**config.mk**
```make
export PLATFORM = sky130hd
export DESIGN_NAME = sfvc_top
export DESIGN_NICKNAME = d
export VERILOG_FILES = /design/src/rtl/sfvc_pkg.sv /design/src/rtl/sfvc_top.sv
export SDC_FILE = /design/constraint.sdc
export NUM_CORES = 1
export LEC_CHECK = 0
export BUFFER_PORTS_ARGS = -buffer_cell sky130_fd_sc_hd__buf_2
export CAP_MARGIN = 5
export CORE_MARGIN = 2
export CORE_UTILIZATION = 36
export CTS_BUF_LIST = sky130_fd_sc_hd__clkbuf_8 sky130_fd_sc_hd__clkbuf_16
export CTS_CLUSTER_SIZE = 40
export DETAILED_ROUTE_END_ITERATION = 12
export PLACE_DENSITY_LB_ADDON = 0.25
export SYNTH_ARGS = -nofsm -noshare
export SYNTH_HDL_FRONTEND = slang
export SYNTH_SLANG_ARGS = --single-unit
```
**constraint.sdc**
```tcl
create_clock -name core_clk -period 3.4 [get_ports core_clk]
set_clock_uncertainty 0.2 [all_clocks]
set_input_delay 0.68 -clock core_clk [delete_from_list [all_inputs] [get_ports core_clk]]
set_output_delay 0.68 -clock core_clk [all_outputs]
set_load 0.02 [all_outputs]
```
**src/rtl/sfvc_pkg.sv**
```systemverilog
// Purpose: Shared constants and types for the volatile interface config block
// Assumes: One core clock; serial link pins sampled into that clock
// Notes:   Bit positions follow the 8-bit register layout
package sfvc_pkg;

    // ==========================================
    // Command codes
    localparam logic [7:0] CMD_READ_CFG2   = 8'h15;
    localparam logic [7:0] CMD_READ_ANY    = 8'h65;
    localparam logic [7:0] CMD_WREN_VOL    = 8'h50;
    localparam logic [7:0] CMD_WREN        = 8'h06;
    localparam logic [7:0] CMD_WRITE_REGS  = 8'h01;
    localparam logic [7:0] CMD_WRITE_ANY   = 8'h71;
    localparam logic [7:0] CMD_ENTER_LONG  = 8'hB7;
    localparam logic [7:0] CMD_EXIT_LONG   = 8'hE9;
    localparam logic [7:0] CMD_ENTER_FOUR  = 8'h38;
    localparam logic [7:0] CMD_EXIT_FOUR   = 8'hF5;

    // ==========================================
    // Register layout
    localparam int         BIT_PIN_RESET   = 7;
    localparam int         BIT_DRIVE_HI    = 6;
    localparam int         BIT_DRIVE_LO    = 5;
    localparam int         BIT_RESERVED    = 4;
    localparam int         BIT_FOUR_WIDE   = 3;
    localparam int         BIT_PROT_SCHEME = 2;
    localparam int         BIT_POWERUP_LEN = 1;
    localparam int         BIT_CUR_LEN     = 0;
    localparam logic [7:0] WRITE_MASK      = 8'hED;
    localparam logic [31:0] CFG2_ADDR      = 32'h0080_0003;

    // ==========================================
    // Transfer counts
    localparam logic [5:0] BITS_PER_BYTE   = 6'h08;
    localparam logic [5:0] ADDR_BITS_SHORT = 6'h18;
    localparam logic [5:0] ADDR_BITS_LONG  = 6'h20;
    localparam logic [5:0] READ_ANY_DUMMY  = 6'h08;
    localparam logic [1:0] WRITE_REGS_IDX  = 2'h2;

    // ==========================================
    // Types
    typedef enum logic [6:0] {
        SFVC_IDLE   = 7'h01,
        SFVC_CMD    = 7'h02,
        SFVC_ADDR   = 7'h04,
        SFVC_DUMMY  = 7'h08,
        SFVC_RDATA  = 7'h10,
        SFVC_WDATA  = 7'h20,
        SFVC_IGNORE = 7'h40
    } sfvc_phase_t;

    typedef struct packed {
        logic       sclk;
        logic       cs_n;
        logic [3:0] io;
    } sfvc_pins_t;

    typedef struct packed {
        logic [1:0] drive_strength_select;
        logic       shared_pin_reset_enable;
        logic       protection_scheme_select;
        logic       current_address_length;
        logic       four_wide_mode;
        logic       quad_active;
    } sfvc_cfg_t;

endpackage

```
**src/rtl/sfvc_top.sv**
```systemverilog
// Operation
// - Commands 15h and 65h return this register to the host.
// - Commands 01h and 71h write it; 50h enables volatile writes.
// - Bit 7 set: third pin acts as reset when idle, not four wide, or quad enable clear.
// - Bit 7 clear: third pin reset requests are ignored.
// - Bits 6:5 pick drive strength, changeable at any time.
// - Bit 4 is reserved and does nothing.
// - Bit 3 set: all transfers four wide, else serial instructions.
// - Bit 3 set forces quad active regardless of quad enable.
// - Clearing bit 3 leaves the quad enable bit untouched.
// - Command 38h sets bit 3, F5h clears it.
// - Serial, no quad: single/dual reads, pins are protect and reset.
// - Serial with quad: quad reads allowed, second pin is data.
// - Four wide: quad reads, second pin data, third data or reset.
// - Bit 2 picks block range or individual lock protection.
// - Bit 1 read-only, shows address length applying after reset.
// - Bit 0 sets current address length, 1 means four bytes.
// - B7h sets bit 0, E9h clears it.
// - Reprogrammed power-up length also updates bit 0.
// - Any reset reloads volatile fields from the non-volatile copy.
//
// Purpose: Volatile interface config register with its serial command port
// Assumes: Link mode 0, link clock far slower than core_clk
// Notes:   Non-volatile copy and quad enable live outside this block
`timescale 1ns/10ps

module sfvc_top
    import sfvc_pkg::*;
(
    // Clock and reset
    input  wire logic       core_clk,
    input  wire logic       arst_n,
    // Link pins
    input  wire sfvc_pins_t pin_in,
    output logic [3:0]      io_out,
    output logic [3:0]      io_oe,
    // Non-volatile side
    input  wire logic [7:0] nonvolatile_interface_config,
    input  wire logic       nv_length_update,
    input  wire logic       volatile_first_config_quad,
    // Configuration outputs
    output sfvc_cfg_t       cfg_out,
    output logic            protect_pin_enable
);

    // ==========================================
    // State
    typedef struct packed {
        sfvc_pins_t  p1;
        sfvc_pins_t  p2;
        logic        sclk_d;
        logic        loaded;
        sfvc_phase_t phase;
        logic        width_four;
        logic [7:0]  volatile_interface_config;
        logic [7:0]  cmd;
        logic [31:0] sh;
        logic [5:0]  cnt;
        logic [1:0]  bidx;
        logic        hit;
        logic        wel;
        logic [7:0]  tx;
        logic [3:0]  io_out;
        logic [3:0]  io_oe;
        sfvc_cfg_t   cfg;
        logic        wp_en;
    } sfvc_state_t;

    sfvc_state_t q;
    sfvc_state_t next_q;

    // ==========================================
    // Helpers

    // Read image: bit 1 always mirrors the non-volatile length
    function automatic logic [7:0] read_value(
        input logic [7:0] r,
        input logic [7:0] nv
    );
        read_value = r;
        read_value[BIT_POWERUP_LEN] = nv[BIT_POWERUP_LEN];
    endfunction

    // Host write keeps protected bits
    function automatic logic [7:0] merge_write(
        input logic [7:0] old,
        input logic [7:0] d
    );
        merge_write = (old & ~WRITE_MASK) | (d & WRITE_MASK);
    endfunction

    // Address compare honours the current length
    function automatic logic addr_hit(
        input logic [31:0] a,
        input logic        long_addr
    );
        logic [31:0] m;
        m = long_addr ? a : {8'h00, a[23:0]};
        addr_hit = (m == CFG2_ADDR);
    endfunction

    // ==========================================
    // Next state
    logic       sclk_rise;
    logic       sclk_fall;
    logic       cs_high;
    logic       four;
    logic       pin_reset;
    logic [5:0] step;
    logic [5:0] cnt_n;
    logic [31:0] sh_n;
    logic [7:0] nv;

    always_comb begin
        next_q = q;
        nv = nonvolatile_interface_config;
        // Two-stage synchroniser; only p2 is read
        next_q.p1 = pin_in;
        next_q.p2 = q.p1;
        next_q.sclk_d = q.p2.sclk;
        sclk_rise = q.p2.sclk & ~q.sclk_d;
        sclk_fall = ~q.p2.sclk & q.sclk_d;
        cs_high = q.p2.cs_n;
        // Width fixed per frame, so a mid-frame exit cannot turn io3 data into reset
        four = q.width_four;
        // Third pin as reset when enabled, unless selected in four-wide mode with quad enable set
        pin_reset = q.volatile_interface_config[BIT_PIN_RESET]
                    & ~q.p2.io[3]
                    & (cs_high | ~volatile_first_config_quad | ~four);
        // Nibble per edge in four-wide mode, else one bit on io0
        step = four ? 6'h04 : 6'h01;
        cnt_n = q.cnt + step;
        sh_n = four ? {q.sh[27:0], q.p2.io} : {q.sh[30:0], q.p2.io[0]};

        if (!q.loaded || pin_reset) begin
            // Reload after reset release or third-pin reset
            next_q.volatile_interface_config = {nv[7:2], nv[BIT_POWERUP_LEN],
                                                nv[BIT_POWERUP_LEN]};
            next_q.loaded = 1'b1;
            next_q.phase = SFVC_IDLE;
            next_q.wel = 1'b0;
            next_q.cnt = 6'h00;
            next_q.io_oe = 4'h0;
        end else if (cs_high) begin
            // Write enable is used up by a finished write
            if (q.phase == SFVC_WDATA) begin
                next_q.wel = 1'b0;
            end
            next_q.phase = SFVC_IDLE;
            next_q.cnt = 6'h00;
            next_q.io_oe = 4'h0;
        end else begin
            if (q.phase == SFVC_IDLE) begin
                next_q.phase = SFVC_CMD;
                next_q.cnt = 6'h00;
            end
            if (sclk_rise && q.phase != SFVC_IDLE) begin
                next_q.sh = sh_n;
                next_q.cnt = cnt_n;
                case (q.phase)
                    SFVC_CMD: begin
                        if (cnt_n == BITS_PER_BYTE) begin
                            next_q.cmd = sh_n[7:0];
                            next_q.cnt = 6'h00;
                            next_q.bidx = 2'h0;
                            next_q.phase = SFVC_IGNORE;
                            // Width switches take effect for the next command
                            case (sh_n[7:0])
                                CMD_READ_CFG2: begin
                                    next_q.phase = SFVC_RDATA;
                                    next_q.tx = read_value(q.volatile_interface_config, nv);
                                end
                                CMD_READ_ANY: begin
                                    next_q.phase = SFVC_ADDR;
                                end
                                CMD_WRITE_ANY: begin
                                    next_q.phase = SFVC_ADDR;
                                end
                                CMD_WRITE_REGS: begin
                                    next_q.phase = q.wel ? SFVC_WDATA : SFVC_IGNORE;
                                end
                                CMD_WREN_VOL, CMD_WREN: begin
                                    next_q.wel = 1'b1;
                                end
                                CMD_ENTER_FOUR: begin
                                    next_q.volatile_interface_config[BIT_FOUR_WIDE] = 1'b1;
                                end
                                CMD_EXIT_FOUR: begin
                                    next_q.volatile_interface_config[BIT_FOUR_WIDE] = 1'b0;
                                end
                                CMD_ENTER_LONG: begin
                                    next_q.volatile_interface_config[BIT_CUR_LEN] = 1'b1;
                                end
                                CMD_EXIT_LONG: begin
                                    next_q.volatile_interface_config[BIT_CUR_LEN] = 1'b0;
                                end
                                default: begin
                                    next_q.phase = SFVC_IGNORE;
                                end
                            endcase
                        end
                    end
                    SFVC_ADDR: begin
                        // Address width follows the current length bit
                        if (cnt_n == (q.volatile_interface_config[BIT_CUR_LEN]
                                      ? ADDR_BITS_LONG : ADDR_BITS_SHORT)) begin
                            next_q.cnt = 6'h00;
                            next_q.hit = addr_hit(sh_n, q.volatile_interface_config[BIT_CUR_LEN]);
                            if (q.cmd == CMD_READ_ANY) begin
                                next_q.phase = SFVC_DUMMY;
                            end else begin
                                next_q.phase = q.wel ? SFVC_WDATA : SFVC_IGNORE;
                            end
                        end
                    end
                    SFVC_DUMMY: begin
                        // Dummy counts clocks, not bits
                        next_q.cnt = q.cnt + 6'h01;
                        if (q.cnt + 6'h01 == READ_ANY_DUMMY) begin
                            next_q.phase = SFVC_RDATA;
                            next_q.tx = q.hit ? read_value(q.volatile_interface_config, nv)
                                              : 8'h00;
                        end
                    end
                    SFVC_WDATA: begin
                        if (cnt_n == BITS_PER_BYTE) begin
                            next_q.cnt = 6'h00;
                            // Register write: third byte; any-register: address hit
                            if ((q.cmd == CMD_WRITE_REGS) ? (q.bidx == WRITE_REGS_IDX)
                                                          : q.hit) begin
                                next_q.volatile_interface_config =
                                    merge_write(q.volatile_interface_config, sh_n[7:0]);
                            end
                            if (q.bidx != 2'h3) begin
                                next_q.bidx = q.bidx + 2'h1;
                            end
                        end
                    end
                    default: begin
                        next_q.cnt = q.cnt;
                    end
                endcase
            end
            // Data leaves on the falling edge; rotation repeats the byte
            if (sclk_fall && q.phase == SFVC_RDATA) begin
                if (four) begin
                    next_q.io_out = q.tx[7:4];
                    next_q.io_oe = 4'hF;
                    next_q.tx = {q.tx[3:0], q.tx[7:4]};
                end else begin
                    next_q.io_out = {2'b00, q.tx[7], 1'b0};
                    next_q.io_oe = 4'h2;
                    next_q.tx = {q.tx[6:0], q.tx[7]};
                end
            end
        end

        // Non-volatile length reprogrammed: follow it now
        if (nv_length_update) begin
            next_q.volatile_interface_config[BIT_CUR_LEN] = nv[BIT_POWERUP_LEN];
        end

        // Frame width follows the register only between frames
        if (next_q.phase == SFVC_IDLE) begin
            next_q.width_four = next_q.volatile_interface_config[BIT_FOUR_WIDE];
        end

        // Registered configuration outputs
        next_q.cfg.drive_strength_select =
            next_q.volatile_interface_config[BIT_DRIVE_HI:BIT_DRIVE_LO];
        next_q.cfg.shared_pin_reset_enable =
            next_q.volatile_interface_config[BIT_PIN_RESET];
        next_q.cfg.protection_scheme_select =
            next_q.volatile_interface_config[BIT_PROT_SCHEME];
        next_q.cfg.current_address_length =
            next_q.volatile_interface_config[BIT_CUR_LEN];
        next_q.cfg.four_wide_mode =
            next_q.volatile_interface_config[BIT_FOUR_WIDE];
        // Quad forced on in four-wide mode; quad enable itself is never written
        next_q.cfg.quad_active = next_q.volatile_interface_config[BIT_FOUR_WIDE]
                                 | volatile_first_config_quad;
        // Second pin is write protect only without quad
        next_q.wp_en = ~next_q.cfg.quad_active;
    end

    // ==========================================
    // Registers
    always_ff @(posedge core_clk or negedge arst_n) begin
        if (!arst_n) begin
            q <= '0;
            q.p1 <= 6'h1F; // Idle pins: clock low, deselected, data high
            q.p2 <= 6'h1F;
            q.sclk_d <= 1'b0; // Matches idle clock, no false edge
            q.phase <= SFVC_IDLE;
            q.wp_en <= 1'b1;
        end else begin
            q <= next_q;
        end
    end

    // ==========================================
    // Outputs straight from flops
    assign io_out = q.io_out;
    assign io_oe = q.io_oe;
    assign cfg_out = q.cfg;
    assign protect_pin_enable = q.wp_en;

endmodule

```
==> impl_metrics.toml <==
[status]
run_status = "completed"

[sta]
min_period_over_period = 0.930
worstMarginPinSlew_ps = 752
worst_slack_ps = 238
slew_headroom = 0.498
whs_ps = 152
finalSetupViolCount = 0
fmax_mhz = 316
hold_viol = 0
maxSlewViolCount = 0
rsz0062_at_grt = "false"
fin_setup_tns_ps = 0
fin_crit_ps = 3160

[cells_and_area]
antennaDiodeCount = 0
nNetsFinal = 632
final_core_util = 0.409
syn_to_final_growth_pct = 10.4
nFillCells = 1463
drive_gt1_frac = 0.170

[power]
power.internal_uw = 1850
p_switching_uw = 797
power.density_nw_per_um2 = 442
p_leak_uw = 0.00255
clkPwrFrac = 0.355
pwr-share-comb = 0.165
irDropWorstVdd_uv = 348
swShare = 0.301
seq_power_share = 0.481

[critical_path]
rr_worst_depth = 7
arrival_ps = 3200
worst_ep_required_time_ps = 3440
setup.worst_path.class = "reg -> reg"
end_kind = "flip-flop"
crit_fanout = 51
worst_setup_path_start_kind = "flip-flop"

[min_path]
holdPathStages = 0
hold_class = "reg -> reg"

[floorplan]
die_area_um2 = 16100
core_area_um2 = 14600
row_count = 44
die_y_um = 127
start_util = 0.371
io_pins = 34
die_w_um = 127

[grt]
grt_max_degree = 64
grt_pass1_wl_um = 22700
grt_antenna_before_repair = 0
grt-ovfl-total = 0
grt_pass1_vias = 4361
grt_usage = 0.176

[placement]
io_buffer_count = 32
place_congestion = 0.912
dp_slack_ps = 315
hpwlAfterDp_um = 9830

[cts]
ctsResizeCount = 0
cts_tree = "done"
insertion_delay_ps = 340
hold_buffers = 0
root_buffer = "clkbuf_16"
htreeDepth = 3
cts.sinks = 94
numCtsBuffers = 9
cts.reportedPaths.clkPinSlew_ps = 70
clockBufferDepth = 2
postCtsSetupBuffers = 0

[routing]
ant_nets = 0
drtPass1Iterations = 5
via_per_inst = 5.62
drt_iter0_drc = 511
routed_wl_um = 13500
routedWlPerCell_um = 17.0
drc = 0
num_vias = 4478

[yosys]
synth_cells = 596
synth-main-ff-cell = "dfrtp_1"
netlist_area_um2 = 5430
synth-seq-cells = 94
synth_nets = 620
synth_area_per_cell_um2 = 9.11
synthArstFlopShare = 1.00
ys_warn_count = 0
yosysSeqAreaShare = 0.436
synth_edf_count = 0
synth.distinct_cells = 70

[job]
drv_cap = 0
worst max-delay path, stage by stage (launching register included):
cell and delay (ps):
dfrtp_2 410, buf_4 530, nand2_1 180, o2bb2ai_1 230, nor3b_1 440, a32oi_1 280, o21ai_4 380, mux2_2 380
state kept, by name, indices dropped and copies added (netlist names):
register,cells
q,76
next_q,7
io_out,4
cfg_out,2
io_oe,2
cs_high,1
four,1
protect_pin_enable,1
final timing paths:
| kind | end | slack [ps] | from |
|---|---|---|---|
| hold / removal | cs_high | 150 | next_q[96] |
| setup / recovery | q[22] | 240 | four |
| max in group asynchronous | q[66] | 2120 | arst_n |
| hold reg to reg | cs_high | 150 | next_q[96] |
| setup reg to reg | q[22] | 240 | four |
| min in group asynchronous | q[31] | 210 | arst_n |
area by class of cell:
cell class	instances	area [um2]	area share
inverter	17	63.8	0.0106
timing repair buffer	50	310	0.0518
sequential	94	2370	0.395
multi-input combinational	436	2740	0.458
clock buffer	9	225	0.0376
tap	184	230	0.0384
clock inverter	7	51.3	0.00856
layout by cell type, fill, tap and decap left out, drive strengths merged, types with 6 or more instances in the layout:
cell type and count:
nand2 86, dfrtp 82, o21ai 54, buf 50
mux2i 35, nor2 33, a21oi 27, nor3 17
inv 17, nand3 14, nor4 14, dfstp 12
a31oi 12, mux2 12, nor2b 9, clkbuf 9
or4 8, a32oi 6, or3 6, nor3b 6
ha 6
power groups by stage:
stage               Combinational [uW]  Sequential (uW)  Clock [uW]
floorplan                          346             1240           0
global placement                   430             1290           0
detailed placement                 435             1290           0
CTS                                436             1270         973
global route                       485             1280        1020
finish                             436             1270         940
cell usage after synthesis, drive strengths merged (2+ instances only):
cell,instances,area (um2)
nand2,86,323
dfrtp,82,2050
o21ai,54,282
mux2i,35,350
nor2,33,124
a21oi,27,135
buf,27,180
clkbuf,22,82.6
inv,17,63.8
nor3,17,85.1
nand3,14,70.1
nor4,14,87.6
a31oi,12,81.3
dfstp,12,315
mux2,12,135
nor2b,9,56.3
or4,8,63.8
a32oi,6,52.6
ha,6,75.1
nor3b,6,45.0
or3,6,37.5
a21o,5,37.5
a22oi,5,37.5
and2,5,31.3
nand2b,5,31.3
xor2,5,43.8
a22o,4,35.0
nand3b,4,30.0
nand4,4,25.0
nor4b,4,50.1
o221ai,4,35.0
o22ai,4,25.0
a211o,3,26.3
a211oi,3,22.5
a31o,3,26.3
and3,3,18.8
o21a,3,22.5
o31ai,3,22.5
o211ai,2,15.0
o41ai,2,17.5
stage by stage:
step / instances / power (uW) / instance area, um2
global route: 797 / 2790 / 5990
detailed placement: 781 / 1730 / 5720
CTS: 797 / 2680 / 5990
global placement: 781 / 1720 / 5720
floorplan: 596 / 1590 / 5430
finish: 797 / 2650 / 5990
routing by layer:
metal / up-vias / GRT usage / part of all wire
met3: 12 / 0.0358 / 0.044
met1: 2175 / 0.247 / 0.48
met2: 108 / 0.275 / 0.47
met5: - / 0 / 0
li1: 2183 / - / -
met4: 0 / 0.0569 / 0.011
cells by family (layout without fill, tap and decap cells):
family	count (synthesis)	in the layout	share of synthesized area
AO/OA/AOI/OAI	152	152	0.181
buffers and inverters	66	83	0.0602
multiplexers	47	47	0.0894
adder cells (fa/ha/maj)	6	6	0.0138
XOR/XNOR	5	5	0.00807
AND/OR/NAND/NOR	225	225	0.211
other	1	1	0.000691
flip-flops	94	94	0.436
(Power assumes the default switching activity.)
